<file path="src/common/unit_select_defs.svh">
// timing-free constants for the unit select command interpreter
`ifndef UNIT_SELECT_DEFS_SVH
`define UNIT_SELECT_DEFS_SVH
`define CH_ATTN     8'h3c
`define CH_QUERY    8'h3f
`define CH_CR       8'h0d
`define CH_LF       8'h0a
`define CH_ZERO     8'h30
`define CH_NINE     8'h39
`define UNIT_MIN    6'h01
`define UNIT_MAX    6'h20
`define UNIT_BCAST  6'h00
`define BANNER_ID   6'h01
`define BANNER_LEN  3'h4
`define CH_R        8'h52
`define CH_D        8'h44
`define CH_Y        8'h59
`endif

</file>
<file path="src/common/unit_select_pkg.sv">
// types for the unit select command interpreter
package unit_select_pkg;
    typedef enum logic [2:0] {
        P_IDLE  = 3'b000,
        P_TENS  = 3'b001,
        P_ONES  = 3'b011,
        P_TAIL  = 3'b010,
        P_LF    = 3'b110,
        P_CMD   = 3'b111
    } parse_e;
    typedef enum logic [1:0] {
        M_IDLE   = 2'b00,
        M_ACTIVE = 2'b01,
        M_LISTEN = 2'b11
    } mode_e;
    typedef struct packed {
        logic       valid;
        logic [7:0] data;
    } char_s;
endpackage

</file>
<file path="src/unit_select.sv">
// unit selection and host character gating for a multidrop chain
`include "unit_select_defs.svh"

// What this block does
// - parse attention, two digits, cr lf
// - two-digit units 01..32, 00 broadcast
// - matching id switches enters active mode
// - pass commands only when active or listening
// - only unit id 1 sends ready banner
// - query suffix makes active unit echo id
// - 00 gives listen mode, command responses suppressed
// - individual select ends listen mode
// - keyword forms handled by downstream decoder
module unit_select (
    input  wire logic                  clk_i,
    input  wire logic                  reset_i,
    input  wire logic                  ce_i,
    input  wire logic [5:0]            unit_id_i,
    input  wire unit_select_pkg::char_s rx_i,
    input  wire unit_select_pkg::char_s cmd_tx_i,
    input  wire logic                  tx_ready_i,
    output unit_select_pkg::char_s     cmd_o,
    output unit_select_pkg::char_s     tx_o,
    output logic                       active_o,
    output logic                       listen_o
);
    import unit_select_pkg::*;

    // parser, mode and transmit state
    parse_e     parse_reg;
    mode_e      mode_reg;
    logic [3:0] tens_reg;
    logic [6:0] num_reg;
    logic       query_reg;
    logic [2:0] banner_reg;
    logic       banner_pend_reg;
    logic [1:0] echo_reg;
    logic       is_digit;
    logic [3:0] digit;
    logic       sel_done;
    logic       num_ok;
    logic [3:0] id_tens;
    logic [3:0] id_ones;

    // character classes and selection strobe
    assign is_digit = rx_i.valid && rx_i.data >= `CH_ZERO && rx_i.data <= `CH_NINE;
    assign digit    = rx_i.data[3:0];
    assign sel_done = ce_i && rx_i.valid && parse_reg == P_LF && rx_i.data == `CH_LF;
    assign num_ok   = num_reg <= `UNIT_MAX;

    // decimal digits of the unit id for the echo, no divider needed
    always_comb begin
        if (unit_id_i >= 6'h1e) begin
            id_tens = 4'h3;
            id_ones = 4'(unit_id_i - 6'h1e);
        end else if (unit_id_i >= 6'h14) begin
            id_tens = 4'h2;
            id_ones = 4'(unit_id_i - 6'h14);
        end else if (unit_id_i >= 6'h0a) begin
            id_tens = 4'h1;
            id_ones = 4'(unit_id_i - 6'h0a);
        end else begin
            id_tens = 4'h0;
            id_ones = unit_id_i[3:0];
        end
    end

    // selection sequence parser
    always_ff @(posedge clk_i) begin
        if (reset_i) begin
            parse_reg <= P_IDLE;
        end else if (ce_i && rx_i.valid) begin
            unique case (parse_reg)
                P_IDLE, P_CMD: begin
                    if (rx_i.data == `CH_ATTN) begin
                        parse_reg <= P_TENS;
                    end else if (rx_i.data == `CH_CR || rx_i.data == `CH_LF) begin
                        parse_reg <= P_IDLE;
                    end else begin
                        parse_reg <= P_CMD;
                    end
                end
                P_TENS: begin
                    if (is_digit) begin
                        parse_reg <= P_ONES;
                    end else begin
                        parse_reg <= P_CMD;
                    end
                end
                P_ONES: begin
                    if (is_digit) begin
                        parse_reg <= P_TAIL;
                    end else begin
                        parse_reg <= P_CMD;
                    end
                end
                P_TAIL: begin
                    if (rx_i.data == `CH_QUERY && !query_reg) begin
                        parse_reg <= P_TAIL;
                    end else if (rx_i.data == `CH_CR) begin
                        parse_reg <= P_LF;
                    end else begin
                        parse_reg <= P_CMD;
                    end
                end
                P_LF: begin
                    parse_reg <= P_IDLE;
                end
            endcase
        end
    end

    // digit capture, seven bits so that 99 cannot wrap onto a valid id
    always_ff @(posedge clk_i) begin
        if (reset_i) begin
            tens_reg  <= 4'h0;
            num_reg   <= 7'h00;
            query_reg <= 1'b0;
        end else if (ce_i && is_digit && parse_reg == P_TENS) begin
            tens_reg <= digit;
        end else if (ce_i && is_digit && parse_reg == P_ONES) begin
            num_reg   <= 7'(tens_reg * 7'h0a) + {3'h0, digit};
            query_reg <= 1'b0;
        end else if (ce_i && rx_i.valid && parse_reg == P_TAIL && rx_i.data == `CH_QUERY) begin
            query_reg <= 1'b1;
        end
    end

    // mode register
    always_ff @(posedge clk_i) begin
        if (reset_i) begin
            mode_reg <= M_IDLE;
        end else if (sel_done && num_ok) begin
            if (num_reg == `UNIT_BCAST) begin
                mode_reg <= M_LISTEN;
            end else if (num_reg == unit_id_i) begin
                mode_reg <= M_ACTIVE;
            end else begin
                mode_reg <= M_IDLE;
            end
        end
    end

    // commands pass to the keyword decoder only when selected
    always_ff @(posedge clk_i) begin
        if (reset_i) begin
            cmd_o <= '0;
        end else if (ce_i) begin
            cmd_o.valid <= rx_i.valid && mode_reg != M_IDLE && parse_reg != P_TENS
                           && parse_reg != P_ONES && parse_reg != P_TAIL
                           && parse_reg != P_LF && rx_i.data != `CH_ATTN;
            cmd_o.data  <= rx_i.data;
        end
    end

    // ready banner after reset, id 1 only
    always_ff @(posedge clk_i) begin
        if (reset_i) begin
            banner_pend_reg <= 1'b1;
            banner_reg      <= 3'h0;
        end else if (ce_i) begin
            if (banner_pend_reg) begin
                banner_pend_reg <= 1'b0;
                banner_reg      <= (unit_id_i == `BANNER_ID) ? `BANNER_LEN : 3'h0;
            end else if (banner_reg != 3'h0 && tx_ready_i) begin
                banner_reg <= banner_reg - 3'h1;
            end
        end
    end

    // id echo request after a query select
    always_ff @(posedge clk_i) begin
        if (reset_i) begin
            echo_reg <= 2'h0;
        end else if (ce_i) begin
            if (sel_done && num_ok && query_reg && num_reg == unit_id_i
                && num_reg != `UNIT_BCAST) begin
                echo_reg <= 2'h2;
            end else if (echo_reg != 2'h0 && banner_reg == 3'h0 && tx_ready_i) begin
                echo_reg <= echo_reg - 2'h1;
            end
        end
    end

    // transmit mux: banner, then echo, then command responses
    always_ff @(posedge clk_i) begin
        if (reset_i) begin
            tx_o <= '0;
        end else if (ce_i) begin
            tx_o.valid <= 1'b0;
            tx_o.data  <= 8'h00;
            if (tx_ready_i && banner_reg != 3'h0 && !banner_pend_reg) begin
                tx_o.valid <= 1'b1;
                unique case (banner_reg)
                    3'h4:    tx_o.data <= `CH_R;
                    3'h3:    tx_o.data <= `CH_D;
                    3'h2:    tx_o.data <= `CH_Y;
                    default: tx_o.data <= `CH_CR;
                endcase
            end else if (tx_ready_i && echo_reg != 2'h0) begin
                tx_o.valid <= 1'b1;
                tx_o.data  <= (echo_reg == 2'h2)
                              ? (`CH_ZERO + {4'h0, id_tens})
                              : (`CH_ZERO + {4'h0, id_ones});
            end else if (mode_reg == M_ACTIVE && tx_ready_i) begin
                tx_o <= cmd_tx_i;
            end
        end
    end

    // mode flags
    always_ff @(posedge clk_i) begin
        if (reset_i) begin
            active_o <= 1'b0;
            listen_o <= 1'b0;
        end else if (ce_i) begin
            active_o <= mode_reg == M_ACTIVE;
            listen_o <= mode_reg == M_LISTEN;
        end
    end
endmodule

</file>
<file path="config.mk">
export PLATFORM = sky130hd
export DESIGN_NAME = unit_select
export DESIGN_NICKNAME = d
export VERILOG_FILES = /design/src/common/unit_select_pkg.sv /design/src/unit_select.sv
export VERILOG_INCLUDE_DIRS = /design/src /design/src/common
export SDC_FILE = /design/constraint.sdc
export NUM_CORES = 1
export LEC_CHECK = 0
export ABC_AREA = 1
export CAP_MARGIN = 20
export CELL_PAD_IN_SITES_DETAIL_PLACEMENT = 0
export CELL_PAD_IN_SITES_GLOBAL_PLACEMENT = 1
export CORE_ASPECT_RATIO = 0.9
export CORE_UTILIZATION = 45
export CTS_CLUSTER_SIZE = 14
export DETAILED_ROUTE_END_ITERATION = 10
export DONT_BUFFER_PORTS = 1
export PLACE_DENSITY_LB_ADDON = 0.08
export SETUP_SLACK_MARGIN = 0.3
export SYNTH_ARGS = -nofsm -noshare
export SYNTH_HDL_FRONTEND = slang
export SYNTH_SLANG_ARGS = --single-unit
export TNS_END_PERCENT = 100
</file>
<file path="constraint.sdc">
create_clock -name clk_i -period 2.1 [get_ports clk_i]
set_input_delay 0.21 -clock clk_i [delete_from_list [all_inputs] [get_ports clk_i]]
set_output_delay 0.21 -clock clk_i [all_outputs]
set_load 0.01 [all_outputs]
</file>
==> results.py, run 1 <==
metrics = {
    "status": {
        "outcome": "finished with violations",
        "violations": "design-rule violations",
    },
    "final_layout": {
        "final_cells": 480,
        "num_antenna_cells": 0,
        "multi_input_area_mm2": 0.00172,
        "finalInstanceArea_mm2": 0.00304,
        "final_cell_mix": "nand2_1, nor2_1, inv_1, a21oi_1, dfxtp_1",
        "drive_gt1_frac": 0.107,
        "seqCellArea_um2": 873,
        "fin_nets": 461,
        "layout_commonest_cell": "nand2_1",
        "fill_cells": 611,
        "area_delta_synth_final_pct": 11.3,
    },
    "sta": {
        "fin_hold_ws_ns": 0.0280,
        "tns_ns": 0,
        "max_freq_mhz": 562,
        "slew-limit-headroom": 0.458,
        "clock_skew_ns": 0.00998,
        "worst_pin_slew_ns": 0.810,
        "hold_viol": 0,
        "rsz0062_at_grt": "yes",
        "slew_viol_final": 0,
        "layout_min_cycle_time_ns": 1.78,
        "finalCritPeriodShare": 0.848,
        "finalSetupViolations": 0,
    },
    "floorplan": {
        "start_util": 0.474,
        "core_mm2": 0.00576,
        "dieArea_mm2": 0.00639,
        "io_pins": 48,
        "chipWidth_um": 84.1,
        "rows": 26,
        "dieHeight_um": 75.9,
    },
    "placed_design": {
        "placed_cell_area_mm2": 0.00279,
        "dp.final_hpwl_um": 4850,
        "gp_congestion": 0.826,
        "numPlacedInstances": 468,
        "port_buffers": 0,
    },
    "logic_synthesis": {
        "synth_area_leaders": "dfxtp_1, ha_1, nor2_1",
        "synth_cell_type_count": 34,
        "synth_edf_count": 0,
        "synth_flop_cell": "dfxtp_1",
        "synth_area_mm2": 0.00273,
        "synth_area_leader_cell": "dfxtp_1",
        "syn-mean-instance-area_um2": 6.74,
        "synth_top_area_frac": 0.315,
        "async_reset_ff_frac": 0,
        "synth_nets": 456,
        "syn_inst": 405,
        "synth_seq_cells": 43,
        "yosysWarnings": 0,
        "synth-seq-area-share": 0.315,
    },
    "cts": {
        "numCtsBuffers": 5,
        "root_buffer": "clkbuf_8",
        "clk_pin_slew_ns": 0.08,
        "htree_levels": 2,
        "cts.sinks": 43,
        "cts_tree": "yes",
        "cts_buffer_depth": 2,
        "clk_latency_ns": 0.30,
    },
    "pwr": {
        "total_power_mw": 1.69,
        "switchingPower_mw": 0.439,
        "p_leak_nw": 1.31,
        "power_frac_clock": 0.377,
        "power.density_mw_per_mm2": 556,
        "sw_frac_of_total": 0.260,
        "peakVddDrop_mv": 0.268,
        "seqPwrFrac": 0.508,
        "intPower_mw": 1.25,
        "pwr-share-comb": 0.115,
    },
    "setup_path": {
        "critical_path_class": "flip-flop to flip-flop",
        "required_ns": 2.33,
        "crit_path_max_incr_delay_ns": 0.50,
        "endpoint_kind": "flip-flop",
        "crit_fanout": 2,
        "critical_path_arrival_ns": 2.01,
        "r2r-start": "tens_reg[1]$_SDFFE_PP0N_",
        "critPathLaunch": "tens_reg[1]$_SDFFE_PP0N_",
        "start_kind": "flip-flop",
        "crit_path_cell_trace": "ha_4, ha_4, fa_1, nor3b_2, xor2_1, nor2_1, nor2_1",
        "cpMaxStageDelayCell": "fa_1",
    },
    "routing": {
        "wirelength_um": 6770,
        "num_vias": 2558,
        "ant_nets": 0,
        "drt-wirelength-per-cell_um": 14.1,
        "vias_per_cell": 5.33,
        "first_pass_iters": 7,
        "drc": 2,
        "drt_iter0_drc": 107,
    },
    "global_route": {
        "grt_pass1_vias": 2446,
        "groute.usage.overall": 0.223,
        "grt-ovfl-total": 0,
        "antenna_found_initial": 0,
        "grt_pass1_wl_um": 11500,
        "grt_max_degree": 26,
    },
    "hold_path": {
        "hp-class": "input pin to flip-flop",
        "min_from": "ce_i",
    },
    "job": {
        "max_cap_viol_count": 0,
    },
}
==> stage by stage <==
step | setup slack [ns] | utilization
final | 0.320 | 0.528
after global routing | 0.222 | 0.528
after CTS | 0.283 | 0.517
after detailed placement | 0.190 | 0.485
after global placement | 0.259 | 0.485
after floorplan | 0.321 | -
==> Yosys cell counts, types with 3 or more instances <==
master	instances
nor2_1	70
nand2_1	69
inv_1	52
a21oi_1	44
dfxtp_1	43
o21ai_0	31
ha_1	21
nand3_1	16
nand4_1	7
clkbuf_1	5
xor2_1	5
nor3_1	4
o211ai_1	4
a31oi_1	3
nand2_2	3
xnor2_1	3
==> critical path, delay by kind of cell, from the launching register on <==
kind	cells	cell delay, ns
xor gates and xnor gates	1	0.16
adders and majority gates	3	0.89
DFF	1	0.36
and+or+nand+nor	3	0.31
==> final cells by class <==
cell class / instances / area share
Clock buffer: 6 / 0.0239
Clock inverter: 1 / 0.00988
Inverter: 54 / 0.0667
Multi-Input combinational cell: 299 / 0.565
Sequential cell: 43 / 0.287
Tap cell: 70 / 0.0288
Timing Repair Buffer: 7 / 0.0189
==> power by group through the flow <==
stage / Sequential (mW) / Clock [mW] / Combinational (mW)
6_report: 0.858 / 0.637 / 0.195
5_1_grt: 0.861 / 0.679 / 0.227
4_1_cts: 0.860 / 0.651 / 0.189
3_5_place_dp: 0.879 / 0 / 0.176
3_3_place_gp: 0.879 / 0 / 0.176
2_1_floorplan: 0.875 / 0 / 0.152
==> repair_timing <==
| action | in CTS | in global routing |
|---|---|---|
| hold endpoints to repair | 21 | 0 |
| pin swaps | 3 | 8 |
| endpoints found under the setup margin | 9 | 12 |
| setup buffers | 1 | 2 |
| hold buffers | 2 | 0 |
| resized for setup | 13 | 16 |
==> cells by family after synthesis <==
logic type               share of synthesized area
AO/OA/AOI/OAI                                0.178
XOR/XNOR                                    0.0257
adder cells (fa/ha/maj)                      0.111
buffers and inverters                       0.0912
flip-flops                                   0.315
AND/OR/NAND/NOR                              0.279
==> final timing paths <==
kind	cells after the start	slack, ns	to
setup reg to reg	7	0.32	num_reg[6]$_SDFFE_PP0P_
hold reg to reg	1	0.45	banner_reg[0]$_SDFFE_PP0P_
setup / recovery	7	0.32	num_reg[6]$_SDFFE_PP0P_
hold / removal	1	0.03	banner_pend_reg$_SDFFE_PP1P_
==> metal layers <==
layer / global-route usage / vias up / wire [um] / part of all wire
li1: - / 1320 / - / -
met1: 0.319 / 1157 / 3390 / 0.50
met2: 0.328 / 74 / 2860 / 0.42
met3: 0.0588 / 7 / 441 / 0.065
met4: 0.0638 / 0 / 88 / 0.013
met5: 0 / - / 0 / 0
Note: power is estimated with default switching activity, not from simulation.
==> inputs of run 2 (changes only) <==
--- a/config.mk
+++ b/config.mk
@@ -11,7 +11,7 @@
 export CELL_PAD_IN_SITES_DETAIL_PLACEMENT = 0
 export CELL_PAD_IN_SITES_GLOBAL_PLACEMENT = 1
 export CORE_ASPECT_RATIO = 0.9
-export CORE_UTILIZATION = 45
+export CORE_UTILIZATION = 40
 export CTS_CLUSTER_SIZE = 14
 export DETAILED_ROUTE_END_ITERATION = 10
 export DONT_BUFFER_PORTS = 1
==> constraint.sdc (replaced) <==
create_clock -name clk_i -period 1.5 [get_ports clk_i]
set_input_delay 0.15 -clock clk_i [delete_from_list [all_inputs] [get_ports clk_i]]
set_output_delay 0.15 -clock clk_i [all_outputs]
set_load 0.01 [all_outputs]
==> run 2 against run 1 <==
The run ends with negative setup slack left. Critical endpoint unchanged. Clock skew shrank 0.0038 ns. Critical path depth is the same. Final area grew 26%. Utilization grew 5.4 points. Largest cell class unchanged.
==> results.py, run 2 (synthesis results as in run 1) <==
metrics = {
    "status": {
        "outcome": "finished with violations",
        "violations": "negative setup slack",
    },
    "routing": {
        "ant_nets": 0,
        "drt-wirelength-per-cell_um": 13.5,
        "drt_iter0_drc": 90,
        "vias_per_cell": 4.99,
        "wirelength_um": 7360,
        "first_pass_iters": 4,
        "drc": 0,
        "num_vias": 2730,
    },
    "placed_design": {
        "dp_slack_ns": -0.251,
        "placed_cell_area_mm2": 0.00318,
        "port_buffers": 0,
        "dp.final_hpwl_um": 5230,
        "gp_congestion": 0.811,
    },
    "setup_path": {
        "start_kind": "flip-flop",
        "critical_path_arrival_ns": 1.97,
        "crit_path_max_incr_delay_ns": 0.48,
        "cpMaxStageDelayCell": "fa_1",
        "crit_fanout": 2,
        "critical_path_class": "flip-flop to flip-flop",
        "endpoint_kind": "flip-flop",
        "required_ns": 1.75,
        "rrSetupSlack_ns": -0.23,
        "crit_path_cell_trace": "ha_4, ha_4, fa_1, nor3b_2, xor2_1, nor2_1, nor2_1",
    },
    "final_layout": {
        "num_antenna_cells": 0,
        "layout_commonest_cell": "nand2_1",
        "area_delta_synth_final_pct": 40.4,
        "fin_nets": 507,
        "final_cell_mix": "nand2_1, nor2_1, inv_1, a21oi_1, buf_4",
        "fin_util": 0.582,
        "drive_gt1_frac": 0.337,
        "finalInstanceArea_mm2": 0.00383,
    },
    "sta": {
        "slew_viol_final": 0,
        "rsz0062_at_grt": "yes",
        "hold_viol": 0,
        "worst_pin_slew_ns": 0.869,
        "tns_ns": -0.812,
        "clock_skew_ns": 0.00619,
        "finalCritPeriodShare": 1.15,
        "layout_min_cycle_time_ns": 1.73,
        "max_freq_mhz": 579,
        "fin_ws_ns": -0.226,
        "finalSetupViolations": 11,
        "slew-limit-headroom": 0.421,
    },
    "cts": {
        "clk_pin_slew_ns": 0.09,
        "htree_levels": 2,
        "clk_latency_ns": 0.30,
        "root_buffer": "clkbuf_8",
        "cts.sinks": 43,
        "cts_tree": "yes",
        "cts_buffer_depth": 2,
        "numCtsBuffers": 5,
    },
    "floorplan": {
        "dieHeight_um": 80.4,
        "dieArea_mm2": 0.00716,
        "start_util": 0.415,
        "core_mm2": 0.00659,
        "chipWidth_um": 89.1,
        "rows": 28,
        "io_pins": 48,
    },
    "global_route": {
        "grt-ovfl-total": 0,
        "grtUsageMet3": 0.0442,
        "grt_pass1_vias": 2523,
        "use_met2": 0.361,
        "grt_pass1_wl_um": 11600,
        "top_usage_layer": "met2",
        "grt_use_met1": 0.266,
        "groute.usage.overall": 0.212,
        "grt_max_degree": 19,
        "antenna_found_initial": 0,
    },
    "pwr": {
        "p_leak_nw": 1.62,
        "power.density_mw_per_mm2": 635,
        "peakVddDrop_mv": 0.393,
        "total_power_mw": 2.44,
    },
    "job": {
        "max_cap_viol_count": 0,
    },
    "hold_path": {
        "hp-class": "input pin to flip-flop",
    },
}
[run 2: timing repair]
| item | in CTS | in global routing |
|---|---|---|
| buffers inserted | 8 | 7 |
| gates resized for setup | 53 | 54 |
| gates cloned | 1 | 0 |
| hold buffers | 9 | 0 |
| setup endpoints to repair | 29 | 31 |
| endpoints found under the hold margin | 29 | 0 |
| pin swaps | 25 | 25 |
[run 2: routing by layer]
metal / part of all wire / vias up
met3: 0.035 / 13
li1: - / 1421
met4: 0.016 / 0
met5: 0 / -
met2: 0.49 / 37
met1: 0.46 / 1259
[run 2: final cells by class]
| cell class | count | area [um2] |
|---|---|---|
| Inverter | 54 | 218 |
| Multi-Input combinational cell | 300 | 2030 |
| Tap cell | 90 | 113 |
| Fill cell | 629 | 2750 |
| Clock buffer | 6 | 82.6 |
| Sequential cell | 43 | 893 |
| Timing Repair Buffer | 52 | 482 |
| Clock inverter | 2 | 16.3 |
[run 2: final timing paths]
kind,to,from,cells past startpoint
hold / removal,listen_o$_SDFFE_PP0P_,ce_i,2
hold reg to reg,num_reg[4]$_SDFFE_PP0P_,num_reg[4]$_SDFFE_PP0P_,2
setup / recovery,num_reg[6]$_SDFFE_PP0P_,tens_reg[3]$_SDFFE_PP0N_,7
setup reg to reg,num_reg[6]$_SDFFE_PP0P_,tens_reg[3]$_SDFFE_PP0N_,7
[run 2: stage by stage]
step	hold slack, ns	cells
6_report	0.00489	547
5_1_grt	0.00954	547
4_1_cts	0.000998	540
3_5_place_dp	0.220	514
3_3_place_gp	0.219	514
2_1_floorplan	0.285	405
[run 2: power by group]
part	internal (mW)	switching [mW]
registers	1.17	0.0402
logic	0.185	0.235
clock network	0.376	0.432
total	1.73	0.707
[run 2: worst max-delay path: cells and delay by family, from the launching register on]
family / cells / cell delay, ns
simple gates: 3 / 0.30
flops: 1 / 0.34
xor+xnor: 1 / 0.16
fa+ha+maj: 3 / 0.87
==> inputs of run 3 (changes only) <==
--- a/config.mk
+++ b/config.mk
@@ -6,16 +6,16 @@
 export SDC_FILE = /design/constraint.sdc
 export NUM_CORES = 1
 export LEC_CHECK = 0
-export ABC_AREA = 1
 export CAP_MARGIN = 20
 export CELL_PAD_IN_SITES_DETAIL_PLACEMENT = 0
 export CELL_PAD_IN_SITES_GLOBAL_PLACEMENT = 1
 export CORE_ASPECT_RATIO = 0.9
-export CORE_UTILIZATION = 40
+export CORE_UTILIZATION = 43
 export CTS_CLUSTER_SIZE = 14
 export DETAILED_ROUTE_END_ITERATION = 10
 export DONT_BUFFER_PORTS = 1
 export PLACE_DENSITY_LB_ADDON = 0.08
+export RECOVER_POWER = 50
 export SETUP_SLACK_MARGIN = 0.3
 export SYNTH_ARGS = -nofsm -noshare
 export SYNTH_HDL_FRONTEND = slang
==> run 3 against run 2 <==
The flow finishes with violations (negative hold slack, negative setup slack). Critical path depth increased by 1. Utilization increased by 5.9 points. Worst hold slack got worse by 0.086 ns. Final area increased by 5.1%. Synthesized area increased by 5.2%. Worst setup slack got worse by 0.15 ns. Global-route usage increased by 2.3 points. Sequential share of layout area decreased by 1.4 points. Register-to-register slack got worse by 0.15 ns. Clock skew increased by 0.0032 ns. Via count decreased by 5.3%.
==> results.py, run 3 <==
metrics = {
    "status": {
        "outcome": "finished with violations",
        "violations": "negative hold slack, negative setup slack",
    },
    "sta": {
        "rsz0062_at_grt": "yes",
        "finalSetupViolations": 19,
        "worst_pin_slew_ns": 0.629,
        "finalCritPeriodShare": 1.25,
        "max_freq_mhz": 532,
        "hold_viol": 37,
        "layout_min_cycle_time_ns": 1.88,
        "clock_skew_ns": 0.00943,
        "slew-limit-headroom": 0.581,
        "fin_hold_ws_ns": -0.0810,
        "fin_ws_ns": -0.379,
        "slew_viol_final": 0,
    },
    "logic_synthesis": {
        "synth_area_mm2": 0.00287,
        "async_reset_ff_frac": 0,
        "synthXorXnorAreaFrac": 0.0396,
        "yosysWarnings": 0,
        "synth_compound_area_frac": 0.193,
        "yosys-top-cells-count": "dfxtp_1, nor2_1, a21oi_1, ha_1, mux2i_1",
        "yosys.area_share.adder": 0.105,
        "synth_flop_cell": "dfxtp_1",
        "muxShareOfSynthArea": 0.0771,
        "synth_seq_cells": 43,
        "synthSimpleGateAreaFrac": 0.216,
        "synth-seq-area-share": 0.300,
        "synth_nets": 383,
        "syn-mean-instance-area_um2": 8.66,
        "synth_area_leader_cell": "dfxtp_1",
        "syn_inst": 332,
        "yosysMostFrequentCell": "dfxtp_1",
        "synth_top_area_frac": 0.300,
        "synth_top_family_by_area": "simple AND/OR/NAND/NOR gates",
        "synth_area_leaders": "dfxtp_1, ha_1, mux2i_1",
        "synth_cell_type_count": 65,
        "synth_edf_count": 0,
    },
    "routing": {
        "wirelength_um": 7870,
        "drc": 0,
        "first_pass_iters": 4,
        "drt_iter0_drc": 89,
        "ant_nets": 0,
        "vias_per_cell": 5.41,
        "drt-wirelength-per-cell_um": 16.5,
        "num_vias": 2585,
    },
    "global_route": {
        "antenna_found_initial": 0,
        "grt-ovfl-total": 0,
        "grt_pass1_wl_um": 12900,
        "groute.usage.overall": 0.235,
        "grt_max_degree": 45,
        "grt_pass1_vias": 2662,
    },
    "setup_path": {
        "endpoint_kind": "flip-flop",
        "path_buf_inv": 0,
        "cpMaxStageDelayCell": "fa_1",
        "start_kind": "flip-flop",
        "critical_path_class": "flip-flop to flip-flop",
        "r2r-start": "tens_reg[1]$_SDFFE_PP0N_",
        "critical_path_arrival_ns": 2.07,
        "required_ns": 1.69,
        "critPathLaunch": "tens_reg[1]$_SDFFE_PP0N_",
        "crit_fanout": 2,
        "crit_path_frequent_cell": "ha_4",
        "crit_path_cell_trace": "ha_4, ha_4, fa_1, and3_1, a32oi_2, xnor2_1, mux2i_1, nor2_1",
        "crit_path_max_incr_delay_ns": 0.44,
        "critPathTopFamily": "adder cells",
    },
    "floorplan": {
        "dieArea_mm2": 0.00702,
        "core_mm2": 0.00628,
        "start_util": 0.457,
        "rows": 27,
        "dieHeight_um": 79.6,
        "chipWidth_um": 88.2,
        "io_pins": 48,
    },
    "cts": {
        "clk_latency_ns": 0.28,
        "cts_buffer_depth": 2,
        "cts_tree": "yes",
        "root_buffer": "clkbuf_8",
        "numCtsBuffers": 5,
        "cts.sinks": 43,
        "holdBufCountCts": 9,
        "htree_levels": 2,
        "clk_pin_slew_ns": 0.08,
    },
    "final_layout": {
        "finalInstanceArea_mm2": 0.00403,
        "area_delta_synth_final_pct": 40.3,
        "fin_nets": 443,
        "seqCellArea_um2": 883,
        "multi_input_area_mm2": 0.00227,
        "drive_gt1_frac": 0.430,
        "layout_commonest_cell": "buf_4",
        "final_cell_mix": "buf_4, nor2_1, dfxtp_1, mux2i_1, buf_6",
        "num_antenna_cells": 0,
        "fill_cells": 541,
    },
    "placed_design": {
        "gp_congestion": 0.797,
        "dp.final_hpwl_um": 5310,
        "port_buffers": 0,
        "placed_cell_area_mm2": 0.00340,
    },
    "pwr": {
        "peakVddDrop_mv": 0.632,
        "p_leak_nw": 1.60,
        "power.density_mw_per_mm2": 570,
    },
    "hold_path": {
        "hp-class": "input pin to flip-flop",
        "min_from": "reset_i",
    },
    "job": {
        "max_cap_viol_count": 0,
    },
}
-- run 3: cell types whose count changed after synthesis, sizes merged, moves of 5 or more --
cell    change
a21oi      -20
and2        +5
clkbuf      +9
inv        -34
mux2i      +21
nand2      -55
nand2b      +5
nand3       -7
nor2       -32
nor2b       +6
o21ai      -29
-- run 3: worst reg2reg max path: stages (launching register included) --
cell	delay (ns)
dfxtp_2	0.34
ha_4	0.24
ha_4	0.15
fa_1	0.44
and3_1	0.16
a32oi_2	0.17
xnor2_1	0.09
mux2i_1	0.13
nor2_1	0.05
-- run 3: kinds of logic after synthesis --
| group | count (synthesis) |
|---|---|
| mux | 22 |
| compound gates | 76 |
| buf+inv | 37 |
| simple gates | 118 |
| xor+xnor | 13 |
| flops | 43 |
| fa+ha+maj | 23 |
-- run 3: layer usage --
metal,GRT usage,share of wire,up-vias
met5,0,0,-
met4,0.0371,0.0051,0
met3,0.0434,0.043,4
li1,-,-,1308
met2,0.370,0.46,44
met1,0.337,0.49,1229
-- run 3: power by group --
part / internal [mW] / total [mW] / switching, mW
clock: 0.310 / 0.689 / 0.379
sequential: 1.18 / 1.21 / 0.0392
combinational: 0.212 / 0.394 / 0.182
total: 1.70 / 2.30 / 0.600
-- run 3: through the flow --
stage	instances	util	setup WS [ns]	power, mW	setup TNS, ns
after floorplan	332	-	-0.418	1.51	-2.37
after global placement	454	0.541	-0.429	1.53	-2.79
after global routing	478	0.642	-0.456	2.42	-4.84
after CTS	482	0.621	-0.379	2.31	-3.05
final	478	0.642	-0.379	2.30	-3.56
after detailed placement	454	0.541	-0.453	1.54	-3.26
-- run 3: timing repair --
item                                    CTS  global route
endpoints found under the setup margin   30            40
endpoints found under the hold margin    38            37
pin swaps                                33            19
gates resized for setup                  51            43
setup buffers                            13             4
gates cloned                              0             0
-- run 3: layout make-up --
cell class	count	area share
multi-input combinational	252	0.564
sequential	43	0.219
timing repair buffer	70	0.153
tap	87	0.0270
inverter	20	0.0186
clock buffer	5	0.0171
clock inverter	1	0.00186
-- run 3: path summary, 6_finish.rpt --
kind | to | slack, ns | cells after the start
max | num_reg[6]$_SDFFE_PP0P_ | -0.38 | 8
min | cmd_o[6]$_SDFFE_PP0P_ | -0.08 | 1
max reg2reg | num_reg[6]$_SDFFE_PP0P_ | -0.38 | 8
min reg2reg | cmd_o[8]$_SDFFE_PP0P_ | 0.51 | 2
